[config.mk]
export PLATFORM = sky130hd
export DESIGN_NAME = gpio_port
export DESIGN_NICKNAME = d
export VERILOG_FILES = /design/src/hdl/gpio_pkg.sv /design/src/hdl/pin_sync.sv /design/src/hdl/gpio_port.sv
export SDC_FILE = /design/constraint.sdc
export NUM_CORES = 1
export LEC_CHECK = 0
export BUFFER_PORTS_ARGS = -buffer_cell sky130_fd_sc_hd__clkbuf_2
export CAP_MARGIN = 10
export CORE_ASPECT_RATIO = 1.75
export CORE_MARGIN = 2
export CORE_UTILIZATION = 45
export CTS_CLUSTER_SIZE = 10
export DETAILED_ROUTE_END_ITERATION = 8
export SETUP_SLACK_MARGIN = 0.02
export SYNTH_ARGS = -nofsm -noshare
export SYNTH_HDL_FRONTEND = slang
export SYNTH_SLANG_ARGS = --single-unit
[constraint.sdc]
create_clock -name mclk -period 2.07 [get_ports mclk]
set_input_delay 0.3105 -clock mclk [delete_from_list [all_inputs] [get_ports mclk]]
set_output_delay 0.3105 -clock mclk [all_outputs]
set_load 0.01 [all_outputs]
[src/hdl/gpio_pkg.sv]
package gpio_pkg;
  // Register group base addresses (addr[5:2] selects the group, addr[1:0] the alias)
  localparam logic [5:0] REG_DIR = 6'h00;
  localparam logic [5:0] REG_PIN = 6'h04;
  localparam logic [5:0] REG_LAT = 6'h08;
  localparam logic [5:0] REG_ODC = 6'h0C;
  localparam logic [5:0] REG_ANS = 6'h10;
  localparam logic [5:0] REG_CNEN = 6'h14;
  localparam logic [5:0] REG_CNST = 6'h18;
  localparam logic [5:0] REG_PU = 6'h1C;
  localparam logic [5:0] REG_PD = 6'h20;
  localparam logic [5:0] REG_CNCON = 6'h24;
  // Alias sub-offsets inside each register group
  localparam logic [1:0] ALIAS_BASE = 2'h0;
  localparam logic [1:0] ALIAS_CLR = 2'h1;
  localparam logic [1:0] ALIAS_SET = 2'h2;
  localparam logic [1:0] ALIAS_INV = 2'h3;
  // Control register fields
  localparam int CN_ON_BIT = 15;
  localparam int CN_IDLE_BIT = 13;
  // Reset values
  localparam logic [15:0] DIR_RST = 16'hFFFF;
  localparam logic [15:0] ANS_RST = 16'hFFFF;
  localparam logic [15:0] ZERO_RST = 16'h0000;
  localparam logic [15:0] CNCON_MASK = 16'hA000;
  localparam int SYNC_STAGES = 2;
endpackage

[src/hdl/pin_sync.sv]
`timescale 1ns/10ps
// Two-stage synchroniser for a vector of asynchronous pins
module pin_sync #(
  parameter int WIDTH = 16
) (
  input wire logic mclk,
  input wire logic reset,
  input wire logic [WIDTH-1:0] async_in,
  output logic [WIDTH-1:0] sync_out
);
  typedef struct packed {
    logic [WIDTH-1:0] meta;
    logic [WIDTH-1:0] stable;
  } sync_state_t;

  sync_state_t st_r;
  sync_state_t st_nxt;

  // First stage feeds only the second stage
  always_comb begin
    st_nxt.meta = async_in;
    st_nxt.stable = st_r.meta;
  end

  always_ff @(posedge mclk) begin
    if (reset) begin
      st_r <= '0;
    end else begin
      st_r <= st_nxt;
    end
  end

  assign sync_out = st_r.stable;
endmodule

[src/hdl/gpio_port.sv]
// Our own choices: the address map and the plain strobed port.
`timescale 1ns/10ps
// Functional notes
// RL1: Direction bit one means input; reset inputs
// RL2: Latch reads return latch, writes update latch
// RL3: Pin reads sample pins; writes hit latch
// RL4: Open-drain bit forces open-drain, remapped too
// RL5: I2C pins always open-drain
// RL6: Software sets analog plus direction correctly
// RL7: Analog select resets to all ones
// RL8: Direction gates only the digital driver
// RL9: Analog pins read zero on pin reads
// RL10: Software waits one cycle before read-back
// RL11: Enabled pin change raises interrupt, even asleep
// RL12: Per-pin enable selects change interrupt source
// RL13: Status shows change since last pin read
// RL14: Independent pull-up and pull-down enables
// RL15: Software disables pulls on outputs, 5V pins
// RL16: Control bit 15 enables change notification
// RL17: Control bit 13 halts detection in idle
// RL18: Clear, set, invert aliases modify ones only
// RL19: Pins synchronised before reading or detection
// RL20: Interrupt is OR of enabled status, gated
module gpio_port
  import gpio_pkg::*;
#(
  parameter int WIDTH = 16,
  parameter logic [15:0] I2C_PINS = 16'h0000
) (
  input wire logic mclk,
  input wire logic reset,
  input wire logic [5:0] addr,
  input wire logic [15:0] wdata,
  input wire logic wr,
  input wire logic rd,
  output logic [15:0] rdata,
  input wire logic [WIDTH-1:0] pin_in,
  output logic [WIDTH-1:0] pin_out,
  output logic [WIDTH-1:0] pin_oe,
  input wire logic [WIDTH-1:0] remap_pin_select,
  input wire logic [WIDTH-1:0] remap_out,
  output logic [WIDTH-1:0] pull_up_on,
  output logic [WIDTH-1:0] pull_down_on,
  output logic [WIDTH-1:0] analog_on,
  output logic [WIDTH-1:0] analog_drive,
  input wire logic cpu_idle,
  output logic input_change_notify
);
  typedef struct packed {
    logic [WIDTH-1:0] dir;
    logic [WIDTH-1:0] lat;
    logic [WIDTH-1:0] odc;
    logic [WIDTH-1:0] ans;
    logic [WIDTH-1:0] cnen;
    logic [WIDTH-1:0] cnst;
    logic [WIDTH-1:0] pu;
    logic [WIDTH-1:0] pd;
    logic [WIDTH-1:0] prev;
    logic cn_on;
    logic cn_idle;
    logic [15:0] rdata;
    logic [WIDTH-1:0] pin_out;
    logic [WIDTH-1:0] pin_oe;
    logic [WIDTH-1:0] analog_drive;
    logic irq;
  } port_state_t;

  port_state_t st_r;
  port_state_t st_nxt;
  logic [WIDTH-1:0] pin_s;
  logic [WIDTH-1:0] wmask;
  logic [WIDTH-1:0] digital_level;
  logic [WIDTH-1:0] open_drain;
  logic [WIDTH-1:0] change;
  logic detect_on;
  logic [3:0] group;
  logic [1:0] alias_op;
  logic hit_pin;

  // Apply base write or clear/set/invert alias to one register
  function automatic logic [WIDTH-1:0] apply_write(
    input logic [WIDTH-1:0] cur,
    input logic [WIDTH-1:0] data,
    input logic [1:0] op
  );
    logic [WIDTH-1:0] res;
    res = cur;
    case (op)
      ALIAS_BASE: res = data;
      ALIAS_CLR: res = cur & ~data;
      ALIAS_SET: res = cur | data;
      ALIAS_INV: res = cur ^ data;
      default: res = cur;
    endcase
    return res;
  endfunction

  // Same alias rules for a single control bit
  function automatic logic apply_bit(
    input logic cur,
    input logic data,
    input logic [1:0] op
  );
    logic res;
    res = cur;
    case (op)
      ALIAS_BASE: res = data;
      ALIAS_CLR: res = cur & ~data;
      ALIAS_SET: res = cur | data;
      ALIAS_INV: res = cur ^ data;
      default: res = cur;
    endcase
    return res;
  endfunction

  // Pins cross into mclk through two flops
  pin_sync #(
    .WIDTH(WIDTH)
  ) u_sync (
    .mclk(mclk),
    .reset(reset),
    .async_in(pin_in),
    .sync_out(pin_s) // RL19
  );

  assign wmask = wdata[WIDTH-1:0];
  assign group = addr[5:2];
  assign alias_op = addr[1:0];
  assign hit_pin = rd && (addr == REG_PIN);

  // Remapped peripheral wins over latch on the digital path
  assign digital_level = (remap_pin_select & remap_out) | (~remap_pin_select & st_r.lat);
  assign open_drain = st_r.odc | I2C_PINS; // RL4 RL5

  // Idle halt only matters while the core idles; detection needs no core clock
  assign detect_on = st_r.cn_on && !(st_r.cn_idle && cpu_idle); // RL16 RL17
  assign change = (pin_s ^ st_r.prev) & ~st_r.ans;

  always_comb begin
    st_nxt = st_r;
    // Register writes, aliases touch only the one bits
    if (wr) begin
      case (group)
        REG_DIR[5:2]: st_nxt.dir = apply_write(st_r.dir, wmask, alias_op); // RL18
        REG_PIN[5:2]: st_nxt.lat = apply_write(st_r.lat, wmask, alias_op); // RL3
        REG_LAT[5:2]: st_nxt.lat = apply_write(st_r.lat, wmask, alias_op); // RL2
        REG_ODC[5:2]: st_nxt.odc = apply_write(st_r.odc, wmask, alias_op);
        REG_ANS[5:2]: st_nxt.ans = apply_write(st_r.ans, wmask, alias_op);
        REG_CNEN[5:2]: st_nxt.cnen = apply_write(st_r.cnen, wmask, alias_op); // RL12
        REG_CNST[5:2]: st_nxt.cnst = apply_write(st_r.cnst, wmask, alias_op);
        REG_PU[5:2]: st_nxt.pu = apply_write(st_r.pu, wmask, alias_op); // RL14
        REG_PD[5:2]: st_nxt.pd = apply_write(st_r.pd, wmask, alias_op); // RL14
        REG_CNCON[5:2]: begin
          st_nxt.cn_on = apply_bit(st_r.cn_on, wdata[CN_ON_BIT], alias_op); // RL16
          st_nxt.cn_idle = apply_bit(st_r.cn_idle, wdata[CN_IDLE_BIT], alias_op); // RL17
        end
        default: st_nxt.dir = st_r.dir;
      endcase
    end
    // Pin read clears status; a change in the same cycle wins
    if (hit_pin) begin
      st_nxt.cnst = '0; // RL13
      st_nxt.prev = pin_s;
    end
    if (detect_on) begin
      st_nxt.cnst = st_nxt.cnst | change; // RL13
      if (!hit_pin) begin
        st_nxt.prev = (st_r.prev & ~change) | (pin_s & change);
      end
    end else if (!hit_pin) begin
      st_nxt.prev = pin_s;
    end
    // Read data, valid the cycle after the strobe
    st_nxt.rdata = 16'h0000;
    if (rd && alias_op == ALIAS_BASE) begin
      case (group)
        REG_DIR[5:2]: st_nxt.rdata[WIDTH-1:0] = st_r.dir;
        REG_PIN[5:2]: st_nxt.rdata[WIDTH-1:0] = pin_s & ~st_r.ans; // RL3 RL9
        REG_LAT[5:2]: st_nxt.rdata[WIDTH-1:0] = st_r.lat; // RL2
        REG_ODC[5:2]: st_nxt.rdata[WIDTH-1:0] = st_r.odc;
        REG_ANS[5:2]: st_nxt.rdata[WIDTH-1:0] = st_r.ans;
        REG_CNEN[5:2]: st_nxt.rdata[WIDTH-1:0] = st_r.cnen;
        REG_CNST[5:2]: st_nxt.rdata[WIDTH-1:0] = st_r.cnst;
        REG_PU[5:2]: st_nxt.rdata[WIDTH-1:0] = st_r.pu;
        REG_PD[5:2]: st_nxt.rdata[WIDTH-1:0] = st_r.pd;
        REG_CNCON[5:2]: begin
          st_nxt.rdata[CN_ON_BIT] = st_r.cn_on;
          st_nxt.rdata[CN_IDLE_BIT] = st_r.cn_idle;
        end
        default: st_nxt.rdata = 16'h0000;
      endcase
    end
    // Pad drive: open-drain pins only pull low
    st_nxt.pin_out = digital_level & ~open_drain;
    st_nxt.pin_oe = ~st_r.dir & (~open_drain | ~digital_level); // RL1 RL4 RL8
    st_nxt.analog_drive = digital_level; // RL8
    st_nxt.irq = st_r.cn_on && |(st_r.cnst & st_r.cnen); // RL11 RL20
  end

  always_ff @(posedge mclk) begin
    if (reset) begin
      st_r <= '0;
      st_r.dir <= DIR_RST[WIDTH-1:0]; // RL1
      st_r.ans <= ANS_RST[WIDTH-1:0]; // RL7
    end else begin
      st_r <= st_nxt;
    end
  end

  assign rdata = st_r.rdata;
  assign pin_out = st_r.pin_out;
  assign pin_oe = st_r.pin_oe;
  assign analog_drive = st_r.analog_drive;
  assign input_change_notify = st_r.irq;
  assign pull_up_on = st_r.pu;
  assign pull_down_on = st_r.pd;
  assign analog_on = st_r.ans;

  // Reset state: every pin an input, every analog-capable pin analog
  reset_inputs_a: assert property (@(posedge mclk) // RL1
    $past(reset) && !reset |-> pin_oe == '0)
    else $error("pins not inputs after reset");
  analog_reset_a: assert property (@(posedge mclk) // RL7
    $past(reset) |-> analog_on == ANS_RST[WIDTH-1:0])
    else $error("analog select reset wrong");

  // Base writes land one cycle after the strobe
  latch_write_a: assert property (@(posedge mclk) disable iff (reset) // RL2
    wr && addr == REG_LAT |=> st_r.lat == $past(wmask))
    else $error("latch write lost");
  pin_write_a: assert property (@(posedge mclk) disable iff (reset) // RL3
    wr && addr == REG_PIN |=> st_r.lat == $past(wmask))
    else $error("pin write missed latch");
  dir_write_a: assert property (@(posedge mclk) disable iff (reset) // RL1
    wr && addr == REG_DIR |=> st_r.dir == $past(wmask))
    else $error("direction write lost");
  odc_write_a: assert property (@(posedge mclk) disable iff (reset) // RL4
    wr && addr == REG_ODC |=> st_r.odc == $past(wmask))
    else $error("open drain write lost");
  ans_write_a: assert property (@(posedge mclk) disable iff (reset) // RL7
    wr && addr == REG_ANS |=> analog_on == $past(wmask))
    else $error("analog select write lost");
  cnen_write_a: assert property (@(posedge mclk) disable iff (reset) // RL12
    wr && addr == REG_CNEN |=> st_r.cnen == $past(wmask))
    else $error("change enable write lost");
  pull_up_write_a: assert property (@(posedge mclk) disable iff (reset) // RL14
    wr && addr == REG_PU |=> pull_up_on == $past(wmask))
    else $error("pull up write lost");
  pull_dn_write_a: assert property (@(posedge mclk) disable iff (reset) // RL14
    wr && addr == REG_PD |=> pull_down_on == $past(wmask))
    else $error("pull down write lost");
  ctl_on_write_a: assert property (@(posedge mclk) disable iff (reset) // RL16
    wr && addr == REG_CNCON |=> st_r.cn_on == $past(wdata[CN_ON_BIT]))
    else $error("control enable write lost");
  ctl_idle_write_a: assert property (@(posedge mclk) disable iff (reset) // RL17
    wr && addr == REG_CNCON |=> st_r.cn_idle == $past(wdata[CN_IDLE_BIT]))
    else $error("control idle write lost");

  // Aliases touch only the bits written as one
  set_alias_a: assert property (@(posedge mclk) disable iff (reset) // RL18
    wr && addr == (REG_DIR | 6'(ALIAS_SET)) |=> st_r.dir == ($past(st_r.dir) | $past(wmask)))
    else $error("set alias wrong");
  clr_alias_a: assert property (@(posedge mclk) disable iff (reset) // RL18
    wr && addr == (REG_ODC | 6'(ALIAS_CLR)) |=> st_r.odc == ($past(st_r.odc) & ~$past(wmask)))
    else $error("clear alias wrong");
  inv_alias_a: assert property (@(posedge mclk) disable iff (reset) // RL18
    wr && addr == (REG_CNEN | 6'(ALIAS_INV)) |=> st_r.cnen == ($past(st_r.cnen) ^ $past(wmask)))
    else $error("invert alias wrong");
  alias_read_a: assert property (@(posedge mclk) disable iff (reset) // RL18
    rd && alias_op != ALIAS_BASE |=> rdata == 16'h0000)
    else $error("alias read not zero");

  // Read data stand only in the cycle after the strobe
  rdata_idle_a: assert property (@(posedge mclk) disable iff (reset) // RL2
    !$past(rd) |-> rdata == 16'h0000)
    else $error("read data without strobe");
  latch_read_a: assert property (@(posedge mclk) disable iff (reset) // RL2
    rd && addr == REG_LAT |=> rdata[WIDTH-1:0] == $past(st_r.lat))
    else $error("latch read wrong");
  dir_read_a: assert property (@(posedge mclk) disable iff (reset) // RL1
    rd && addr == REG_DIR |=> rdata[WIDTH-1:0] == $past(st_r.dir))
    else $error("direction read wrong");
  pin_read_a: assert property (@(posedge mclk) disable iff (reset) // RL3
    rd && addr == REG_PIN |=> rdata[WIDTH-1:0] == ($past(pin_s) & ~$past(st_r.ans)))
    else $error("pin read wrong");
  analog_zero_a: assert property (@(posedge mclk) disable iff (reset) // RL9
    rd && addr == REG_PIN |=> (rdata[WIDTH-1:0] & $past(st_r.ans)) == '0)
    else $error("analog pin read nonzero");
  status_read_a: assert property (@(posedge mclk) disable iff (reset) // RL13
    rd && addr == REG_CNST |=> rdata[WIDTH-1:0] == $past(st_r.cnst))
    else $error("status read wrong");
  ctl_read_a: assert property (@(posedge mclk) disable iff (reset) // RL16
    rd && addr == REG_CNCON |=> rdata[CN_ON_BIT] == $past(st_r.cn_on))
    else $error("control read wrong");

  // Pad drive, one cycle behind the registers
  od_drive_a: assert property (@(posedge mclk) disable iff (reset) // RL4 RL5
    ((pin_out & $past(open_drain)) == '0))
    else $error("open drain pin drove high");
  push_pull_a: assert property (@(posedge mclk) disable iff (reset) // RL4
    ((pin_out ^ $past(digital_level)) & ~$past(open_drain)) == '0)
    else $error("push pull level wrong");
  i2c_od_a: assert property (@(posedge mclk) disable iff (reset) // RL5
    (pin_out & I2C_PINS[WIDTH-1:0]) == '0)
    else $error("i2c pin drove high");
  dir_gate_a: assert property (@(posedge mclk) disable iff (reset) // RL1 RL8
    (pin_oe & $past(st_r.dir)) == '0)
    else $error("input pin driven");
  oe_follow_a: assert property (@(posedge mclk) disable iff (reset) // RL8
    ((pin_oe ^ ~$past(st_r.dir)) & ~$past(open_drain)) == '0)
    else $error("output buffer not per direction");
  analog_out_a: assert property (@(posedge mclk) disable iff (reset) // RL8
    analog_drive == $past(digital_level))
    else $error("analog side lost output level");
  remap_path_a: assert property (@(posedge mclk) disable iff (reset) // RL4
    ((analog_drive ^ $past(remap_out)) & $past(remap_pin_select)) == '0)
    else $error("remapped output lost");

  // Two flops between pad and any reader
  sync_delay_a: assert property (@(posedge mclk) disable iff (reset) // RL19
    !$past(reset) && !$past(reset, 2) |-> pin_s == $past(pin_in, 2))
    else $error("pin sync delay wrong");

  // Change status and interrupt request
  status_set_a: assert property (@(posedge mclk) disable iff (reset) // RL13
    detect_on && (|change) |=> (st_r.cnst & $past(change)) == $past(change))
    else $error("change not recorded");
  status_clear_a: assert property (@(posedge mclk) disable iff (reset) // RL13
    hit_pin && !detect_on |=> st_r.cnst == '0)
    else $error("status not cleared by pin read");
  cn_off_a: assert property (@(posedge mclk) disable iff (reset) // RL16
    !detect_on && !hit_pin && !wr |=> st_r.cnst == $past(st_r.cnst))
    else $error("status moved while detection off");
  idle_halt_a: assert property (@(posedge mclk) disable iff (reset) // RL17
    st_r.cn_idle && cpu_idle && !hit_pin && !wr |=> st_r.cnst == $past(st_r.cnst))
    else $error("status moved in idle halt");
  irq_gate_a: assert property (@(posedge mclk) disable iff (reset) // RL16 RL20
    !$past(st_r.cn_on) |-> !input_change_notify)
    else $error("interrupt while disabled");
  irq_cause_a: assert property (@(posedge mclk) disable iff (reset) // RL11 RL12
    st_r.cn_on && |(st_r.cnst & st_r.cnen) |=> input_change_notify)
    else $error("interrupt not raised");
  irq_mask_a: assert property (@(posedge mclk) disable iff (reset) // RL12 RL20
    !(|($past(st_r.cnst) & $past(st_r.cnen))) |-> !input_change_notify)
    else $error("interrupt without enabled status");
endmodule

# Word level (Yosys, flattened, before mapping)
# Index checks and enable logic that the tools add are counted.
[word_totals]
input_bits = 75
register_bits = 243
output_inout_bits = 113
[op_classes]
muxes = 22
eq_ne = 13
n_bitwise = 54
reduce_logical = 19
[op_table]
columns = ["operator", "n"]
rows = [
  ["$pmux 16 s4", 8],
  ["$and 16x16->16", 17],
  ["$or 16x16->16", 12],
  ["$xor 16x16->16", 9],
  ["$pmux 13 s9", 1],
  ["$mux 16", 7],
  ["$not 16->16", 7],
  ["$mux 48", 1],
  ["$pmux 1 s10", 2],
  ["$eq 4x3->1 const B", 4],
  ["$reduce_and 2->1", 8],
  ["$reduce_or 16->1", 1],
  ["$pmux 1 s9", 1],
  ["$eq 4x2->1 const B", 2],
  ["$eq 4x4->1 const B", 2],
  ["$pmux 1 s4", 2],
  ["$eq 6x3->1 const B", 1],
  ["$logic_and 1x1->1", 5],
  ["$eq 2x2->1 const B", 2],
  ["$eq 4x1->1 const B", 1],
  ["$logic_not 4->1", 1],
  ["$reduce_or 2->1", 2],
  ["$not 1->1", 3],
  ["$and 1x1->1", 2],
  ["other kinds (5)", 7],
]

# Depth between registers and ports, before layout
# Gate-level depths: netlist of run 1.
[logic_depth]
word_depth = 8
ltp_mapped = 8
mapped_depth_nobuf = 6

# Hierarchy
# Synthesis of run 1 repeated with hierarchy kept, for this count alone.
[hier_totals]
cells_unflattened = 2036
hier_area_um2 = 17480.5
[by_module_without_submodules]
columns = ["mod", "instances", "cells_each", "seq_area_each_um2", "area_each_um2"]
rows = [
  ["gpio_port", 1, 1969, 4224.1, 16617.2],
  ["pin_sync", 1, 67, 640.6, 863.3],
]

# Worst setup path before layout of run 1
# Ideal clock, no wire load.
[synth_timing]
path_kind = "in2reg"
from = "input port wdata[13]"
to = "register st_r[128] in the netlist's numbering"
t_arrival_ns = 1.612
path_slack_ns = 0.328
setup_time_ns = 0.130
path_stages = 5
required_time_ns = 1.940
path_buffers = 0
path_cell_list = "inv_1 -> ha_1 -> mux4_2 -> mux2i_1 -> o32ai_1"
[synth_via]
elab_chain_len = 8
elab_cells_between_ends = 10
cone_classes = "mux (5); bitwise (5)"
[synth_rtl]
columns = ["item", "line", "rtl"]
rows = [
  ["from (decl)", "gpio_port.sv:33", "input wire logic [15:0] wdata,"],
  ["$not 16->16", "gpio_port.sv:90", "ALIAS_CLR: res = cur & ~data;"],
  ["$and 16x16->16", "gpio_port.sv:90", ""],
  ["$pmux 16 s4 (*)", "gpio_port.sv:88", "case (op)"],
  ["$mux 16 (*)", "gpio_port.sv:143", "case (group)"],
  ["$mux 48 (*)", "gpio_port.sv:142", "if (wr) begin"],
  ["$mux 16 (*)", "gpio_port.sv:161", "if (hit_pin) begin"],
  ["$or 16x16->16", "gpio_port.sv:166", "st_nxt.cnst = st_nxt.cnst | change;"],
  ["$mux 16 (*)", "gpio_port.sv:165", "if (detect_on) begin"],
  ["to (signal assigned)", "gpio_port.sv:206", "st_r <= st_nxt;"],
  ["to (decl)", "gpio_port.sv:68", "port_state_t st_r;"],
]
# Every way passes the cells marked *; elsewhere a longest branch is shown, timed or not.
# A chain may end at the register's enable or synchronous reset.

# Worst setup path after layout of run 1
[layout_timing]
from = "register st_r, in the netlist analog_on[15]"
to = "register st_r, in the netlist analog_on[15]"
[layout_via]
elab_chain_len = 2
elab_cells_between_ends = 4
cone_classes = "mux (1); bitwise (3)"
[layout_rtl]
columns = ["item", "line", "rtl"]
rows = [
  ["$xor 16x16->16 (tied with other cells)", "gpio_port.sv:92", "ALIAS_INV: res = cur ^ data;"],
  ["$pmux 16 s4 (*)", "gpio_port.sv:88", ""],
]
# Marks and branches as above.

==> results of run 1 <==
power by group through the flow:
stage | clock [µW] | combinational, µW | sequential, µW
2_1_floorplan | 0 | 1330 | 4990
3_3_place_gp | 0 | 1820 | 5050
3_5_place_dp | 0 | 1890 | 5050
4_1_cts | 4590 | 1920 | 4950
5_1_grt | 4720 | 2110 | 4960
6_report | 4450 | 1920 | 4950
cells by family after synthesis:
| group | count (synthesis) |
|---|---|
| adders and majority gates | 260 |
| buffers and inverters | 464 |
| xor gates and xnor gates | 17 |
| and+or+nand+nor | 370 |
| DFF | 243 |
| AOI/OAI and AO/OA | 391 |
| muxes | 145 |
routing by layer:
metal  track usage  up-vias  routed length, µm
met4         0.121        0               2840
met3        0.0267      122               2530
li1              -     6765                  -
met5             0        -                  0
met2         0.418      476              24800
met1         0.310     6927              21400
layout make-up:
cell class / count / area, µm²
Clock buffer: 33 / 741
Timing Repair Buffer: 325 / 2290
Multi-Input combinational cell: 1183 / 10500
Tap cell: 490 / 613
Sequential cell: 243 / 4860
Inverter: 231 / 867
Fill cell: 3691 / 19000
Clock inverter: 1 / 5.00
layout by cell type (no fill, tap or decap), types with 9 or more instances in the layout:
cell type,Yosys,layout
buf_4,119,101
a22o_1,11,11
o32ai_1,22,22
a21oi_1,71,71
clkbuf_2,0,184
a221oi_1,9,9
inv_1,231,231
a211oi_2,17,17
a211o_1,22,22
o21ai_1,11,11
mux2i_1,60,60
nor2b_1,57,57
o21ai_0,46,46
nand2_1,84,84
xnor2_1,16,16
dfxtp_1,243,243
dlygate4sd3_1,0,17
ha_1,260,260
mux4_2,79,79
a211oi_1,91,91
o211ai_1,45,45
nor2_1,117,117
nor3_1,52,52
clkbuf_16,0,29
buf_12,0,20
nand3_1,20,20
per-stage QoR:
step / util / cells / setup slack [ns] / TNS [ns] / total power (µW)
floorplan: - / 1890 / 0.328 / 0 / 6320
global placement: 0.487 / 2455 / -0.0102 / -0.0102 / 6860
detailed placement: 0.487 / 2455 / -0.0373 / -0.0424 / 6940
CTS: 0.511 / 2506 / 0.306 / 0 / 11500
global route: 0.511 / 2506 / 0.244 / 0 / 11800
finish: 0.511 / 2506 / 0.335 / 0 / 11300
sequential cells by signal, indices dropped and copies added, names as in the netlist, named ones only:
signal	cells
st_r	66
analog_drive	16
analog_on	16
open_drain	16
pin_oe	16
pin_out	16
pull_down_on	16
pull_up_on	16
rdata	16
u_sync.st_nxt	16
u_sync.sync_out	16
input_change_notify	1
final timing paths:
kind                                            end  slack (ns)  depth (start not counted)
worst max-delay path                  analog_on[15]        0.34                          5
worst min register to register  u_sync.sync_out[12]        0.43                          1
worst max register to register        analog_on[15]        0.34                          5
worst min-delay path               analog_drive[10]        0.04                          3
critical path, delay by kind of cell (launching register included):
| kind | cells | cell delay, ns |
|---|---|---|
| simple gates | 1 | 0.08 |
| mux | 1 | 0.50 |
| flops | 1 | 0.49 |
| buf+inv | 1 | 0.16 |
| fa+ha+maj | 1 | 0.31 |
| compound gates | 1 | 0.08 |
timing repair:
action | in CTS | in global routing
hold buffers | 17 | 0
setup endpoints to repair | 0 | 0
endpoints found under the hold margin | 17 | 0
==> summary.md, run 1 <==
| Metric | Value |
|---|---|
| Drt total wl | `between 50 and 60 mm` |
| Minimum clock period | `around 1.7 ns` |
| CTS tree | `built` |
| Post-route cell area | `19900 µm²` |
| Antenna viol nets, final | `0` |
| VDD IR max | `between 0.4 and 0.5 mV` |
| Placeable Area | `approximately 39000 µm²` |
| Synth Cell Area | `between 15000 and 20000 µm²` |
| CP startpoint kind | `register` |
| Cell variety after synth | `70` |
| Synth top area cells | `dfxtp_1 28%, ha_1 18%, mux4_2 10%` |
| Critical Path RT | `about 2.5 ns` |
| Total GRT Usage | `0.246` |
| Multiplexer area fraction after synthesis | `0.139` |
| Critical Path, Cell by Cell | `inv_1 > ha_1 > mux4_2 > nand2_1 > o211ai_1` |
| Combinational Power Share | `0.169` |
| # diodes | `0` |
| Xor/xnor cell area share of the yosys netlist | `0.00844` |
| Sequential power share | `0.437` |
| Status | `complete, no violations` |
| # rows | `96` |
| Period utilization | `0.838` |
| NetSw | `3160 µW` |
| Clock Tree Buf Depth | `3` |
| Warnings, synthesis | `0` |
| Hpwl dp | `a little under 40 mm` |
| Fin nets | `2347` |
| Critical Path Sink Type | `register` |
| H-tree levels | `1` |
| Initial antenna violation count | `0` |
| Crit path from | `analog_on[15]` |
| Critical path class | `reg -> reg` |
| Mean Syn Cell Area | `just over 9 µm²` |
| Hold WS | `approximately 0.036 ns` |
| Clk Latency, worst-skew pair | `between 0.5 and 0.6 ns` |
| Clock Power Share | `0.394` |
| Setup Skew | `between 0.01 and 0.015 ns` |
| Worst min-delay path startpoint | `remap_out[10]` |
| Via density | `5.70` |
| Leak | `slightly below 0.009 µW` |
| Post-synth EDFFs | `0` |
| Most frequent cell after synthesis | `ha_1` |
| Yosys top cell by area | `dfxtp_1` |
| Most frequent cells after synthesis | `260 x ha_1, 243 x dfxtp_1, 231 x inv_1` |
| Hold crit path type | `in -> reg` |
| Die Y | `~270 µm` |
| Switching share of power | `0.279` |
| Slew @ Worst Pin | `roughly 0.59 ns` |
| Area share of the largest cell type after synthesis | `0.276` |
| Pin count of the biggest net entering global routing | `97` |
| Mapped Cells | `between 1500 and 2000` |
| Worst-path fanout max | `6` |
| Worst R2R Start | `analog_on[15]` |
| Post-CTS setup buffers | `0` |
| Register bit total from synthesis | `243` |
| Ys async rst share | `0` |
| Max transition margin | `0.603` |
| Residual overflow from global routing | `0` |
| Clock sinks | `between 200 and 250` |
| Ports | `roughly 190` |
| Initial drt markers | `959` |
| CP peak stage delay | `approximately 0.5 ns` |
| CP max-delay cell | `mux4_2` |
| Maxcap violations | `0` |
| CP arrival | `2.18 ns` |
| DRC | `0` |
| Final Hold Viols | `0` |
| Compound-cell area share of the yosys netlist | `0.159` |
| Routed via count | `~14000` |
| CTS Buf Count | `28` |
| Root Buffer | `clkbuf_16` |
| Layout cells sized above 1 | `0.225` |
| Predominant post-synthesis flop cell | `dfxtp_1` |
| DP Area | `~19000 µm²` |
| Die X-Extent | `around 150 µm` |
| GP Congestion | `slightly above 0.9` |
| PortBufs | `~190` |
| Power per Cell Area | `about 570 nW/µm²` |
| Die area | `40900 µm²` |
| Setup-failing EPs final | `0` |
| First-pass GRT wire length | `between 70 and 80 mm` |
| Vias in the first global route | `13900` |
| Area delta synth->final | `12.7%` |
| Cts repair resizes | `0` |
| Pins Over Slew Limit | `0` |
| Pre-antenna DRT Iters | `5` |
| Sequential share of the synthesized area | `0.276` |
| Internal | `between 8000 and 9000 µW` |
| Mapped Nets | `around 2200` |
| DR WL/cell | `between 20 and 25 µm` |
| Synth Area in Adders | `0.184` |
| Initial Utilization | `0.453` |
| Unrepaired setup endpoints after global routing | `false` |
| Max Freq | `0.576 GHz` |
| Clock-pin slew on the worst setup and hold paths | `approximately 0.060 ns` |
| Simple-gate portion of the synthesized area | `0.104` |
| Combinational family with the most area after synthesis | `adder cells` |
(Power assumes the default switching activity.)
==> run 2: changes to the inputs <==
==> constraint.sdc (replaced) <==
create_clock -name mclk -period 1.7 [get_ports mclk]
set_input_delay 0.255 -clock mclk [delete_from_list [all_inputs] [get_ports mclk]]
set_output_delay 0.255 -clock mclk [all_outputs]
set_load 0.01 [all_outputs]
==> run 2 against run 1 <==
Critical path depth stayed put. Clock power is 23% higher. Final cell count is 5.7% higher. Clock skew hardly changed. Highest routed layer unchanged. Global-route usage is 1.2 points higher. Non-clock buffer count is 144 higher. Maximum frequency is 6.6% higher.
==> summary.md, run 2 (synthesis results as in run 1) <==
| Metric | Value |
|---|---|
| Antenna viol nets, final | `0` |
| Worst R2R Start | `st_r[128]` |
| GP Congestion | `0.959` |
| CP arrival | `2.08 ns` |
| Pins Over Slew Limit | `0` |
| Pre-antenna DRT Iters | `5` |
| CP delay by family, top | `multiplexers` |
| Fin nets | `2491` |
| Hold crit path type | `in -> reg` |
| H-tree levels | `1` |
| Clock-pin slew on the worst setup and hold paths | `around 0.060 ns` |
| Critical Path Sink Type | `register` |
| Die Y | `between 200 and 300 µm` |
| Initial Utilization | `0.453` |
| Largest register FFs | `66` |
| # rows | `between 90 and 100` |
| Clock sinks | `~240` |
| Critical Path, Cell by Cell | `inv_1 > ha_1 > mux4_2 > mux2i_1 > o32ai_1` |
| First-pass GRT wire length | `roughly 83 mm` |
| CP startpoint kind | `register` |
| Drt total wl | `roughly 53 mm` |
| CP max-delay cell | `mux4_2` |
| Most frequent cells in the layout | `260 x ha_1, 239 x dfxtp_1, 230 x inv_1` |
| DRC | `0` |
| Leak | `0.00960 µW` |
| R2R Setup Slk | `~0.073 ns` |
| PortBufs | `about 190` |
| CTS tree | `built` |
| Hold EP | `analog_drive[13]` |
| VDD IR max | `around 0.66 mV` |
| Placeable Area | `38900 µm²` |
| Max Freq | `between 0.6 and 0.7 GHz` |
| Layout cells sized above 1 | `0.266` |
| Clk Latency, worst-skew pair | `0.57 ns` |
| Ports | `approximately 190` |
| Vias in the first global route | `between 10000 and 15000` |
| Critical Path RT | `2.15 ns` |
| Setup-failing EPs final | `0` |
| Root Buffer | `clkbuf_16` |
| Top reg by flops | `st_r` |
| Die area | `40900 µm²` |
| RR Endpoint | `st_r[128]` |
| # diodes | `0` |
| Setup Skew | `about 0.012 ns` |
| Max transition margin | `0.590` |
| Critical path buffers and inverters | `1` |
| Final setup margin | `between 0.07 and 0.08 ns` |
| Power per Cell Area | `between 600 and 700 nW/µm²` |
| Post-CTS setup buffers | `0` |
| Hold WS | `between 0.01 and 0.015 ns` |
| Initial drt markers | `1009` |
| Worst min-delay path startpoint | `remap_out[13]` |
| Worst r2r path cells | `5` |
| Total GRT Usage | `0.258` |
| Routed via count | `between 10000 and 15000` |
| Area delta synth->final | `20.0%` |
| Via density | `between 5 and 6` |
| Maxcap violations | `0` |
| Pin count of the biggest net entering global routing | `73` |
| Sum Neg Setup Slack | `0 ns` |
| Dpl ws | `-0.224 ns` |
| DR WL/cell | `slightly above 20 µm` |
| Residual overflow from global routing | `0` |
| Most common cell after layout, fill and taps aside | `ha_1` |
| CTS Buf Count | `28` |
| Hpwl dp | `about 41 mm` |
| WHS Path Cells | `3` |
| Period utilization | `0.957` |
| Unrepaired setup endpoints after global routing | `false` |
| Final Hold Viols | `0` |
| Clock Tree Buf Depth | `3` |
| Worst-path fanout max | `5` |
| Slew @ Worst Pin | `slightly above 0.6 ns` |
| Minimum clock period | `about 1.6 ns` |
| Initial antenna violation count | `0` |
| Status | `complete, no violations` |
| Die X-Extent | `154 µm` |
| CP peak stage delay | `between 0.4 and 0.5 ns` |
| Final Core Density | `0.544` |
| Critical path class | `reg -> reg` |
==> run 2: cell types whose count changed in the layout (fill, tap and decap cells not counted), sizes merged <==
cell,before,now
dlygate4sd3,17,45
inv,231,230
clkbuf,218,219
clkinvlp,0,1
clkinv,1,0
buf,123,239
==> run 2: worst max-delay path by stage <==
stage | startpoint | end | slack, ns | cells past startpoint
6_report | st_r[128] | st_r[128] | 0.07 | 5
3_5_place_dp | wdata[4] | st_r[119] | -0.22 | 6
2_1_floorplan | wdata[15] | st_r[130] | 0.02 | 5
3_3_place_gp | addr[2] | rdata[6] | -0.17 | 7
5_1_grt | st_r[123] | st_r[123] | 0.03 | 5
4_1_cts | st_r[125] | st_r[125] | 0.05 | 5
==> run 2: power breakdown <==
part	internal, µW	total (µW)	switching, µW
sequential	5860	5990	126
clock	3080	5490	2410
combinational	1250	2620	1360
total	10200	14100	3900
==> run 2: final cells by class <==
type	instances	area (µm²)
Fill cell	3551	17700
Timing Repair Buffer	469	3550
Multi-Input combinational cell	1183	10500
Sequential cell	243	4870
Inverter	231	871
Tap cell	490	613
Clock buffer	34	764
==> run 2: repair_timing <==
action                                  in CTS  in global routing
hold buffers                                45                  0
endpoints found under the setup margin       1                  3
resized for setup                            1                  3
endpoints found under the hold margin       39                  0
==> run 2: tightest hold or removal path, stage by stage <==
cell and delay (ns):
clkbuf_2 0.09, mux2i_1 0.10, nor2_1 0.09
==> run 2: routing by layer <==
metal  GRT usage  part of all wire  vias up
li1            -                 -     7054
met1       0.316              0.41     7235
met3      0.0278             0.050      142
met5           0                 0        -
met4       0.127             0.053        0
met2       0.449              0.49      482
==> run 2: stage by stage <==
stage / instances / total power (µW) / instance area (µm²)
2_1_floorplan: 1890 / 7690 / 17600
3_3_place_gp: 2571 / 8520 / 20000
3_5_place_dp: 2571 / 8620 / 20000
4_1_cts: 2650 / 14200 / 21200
5_1_grt: 2650 / 14700 / 21200
6_report: 2650 / 14100 / 21200
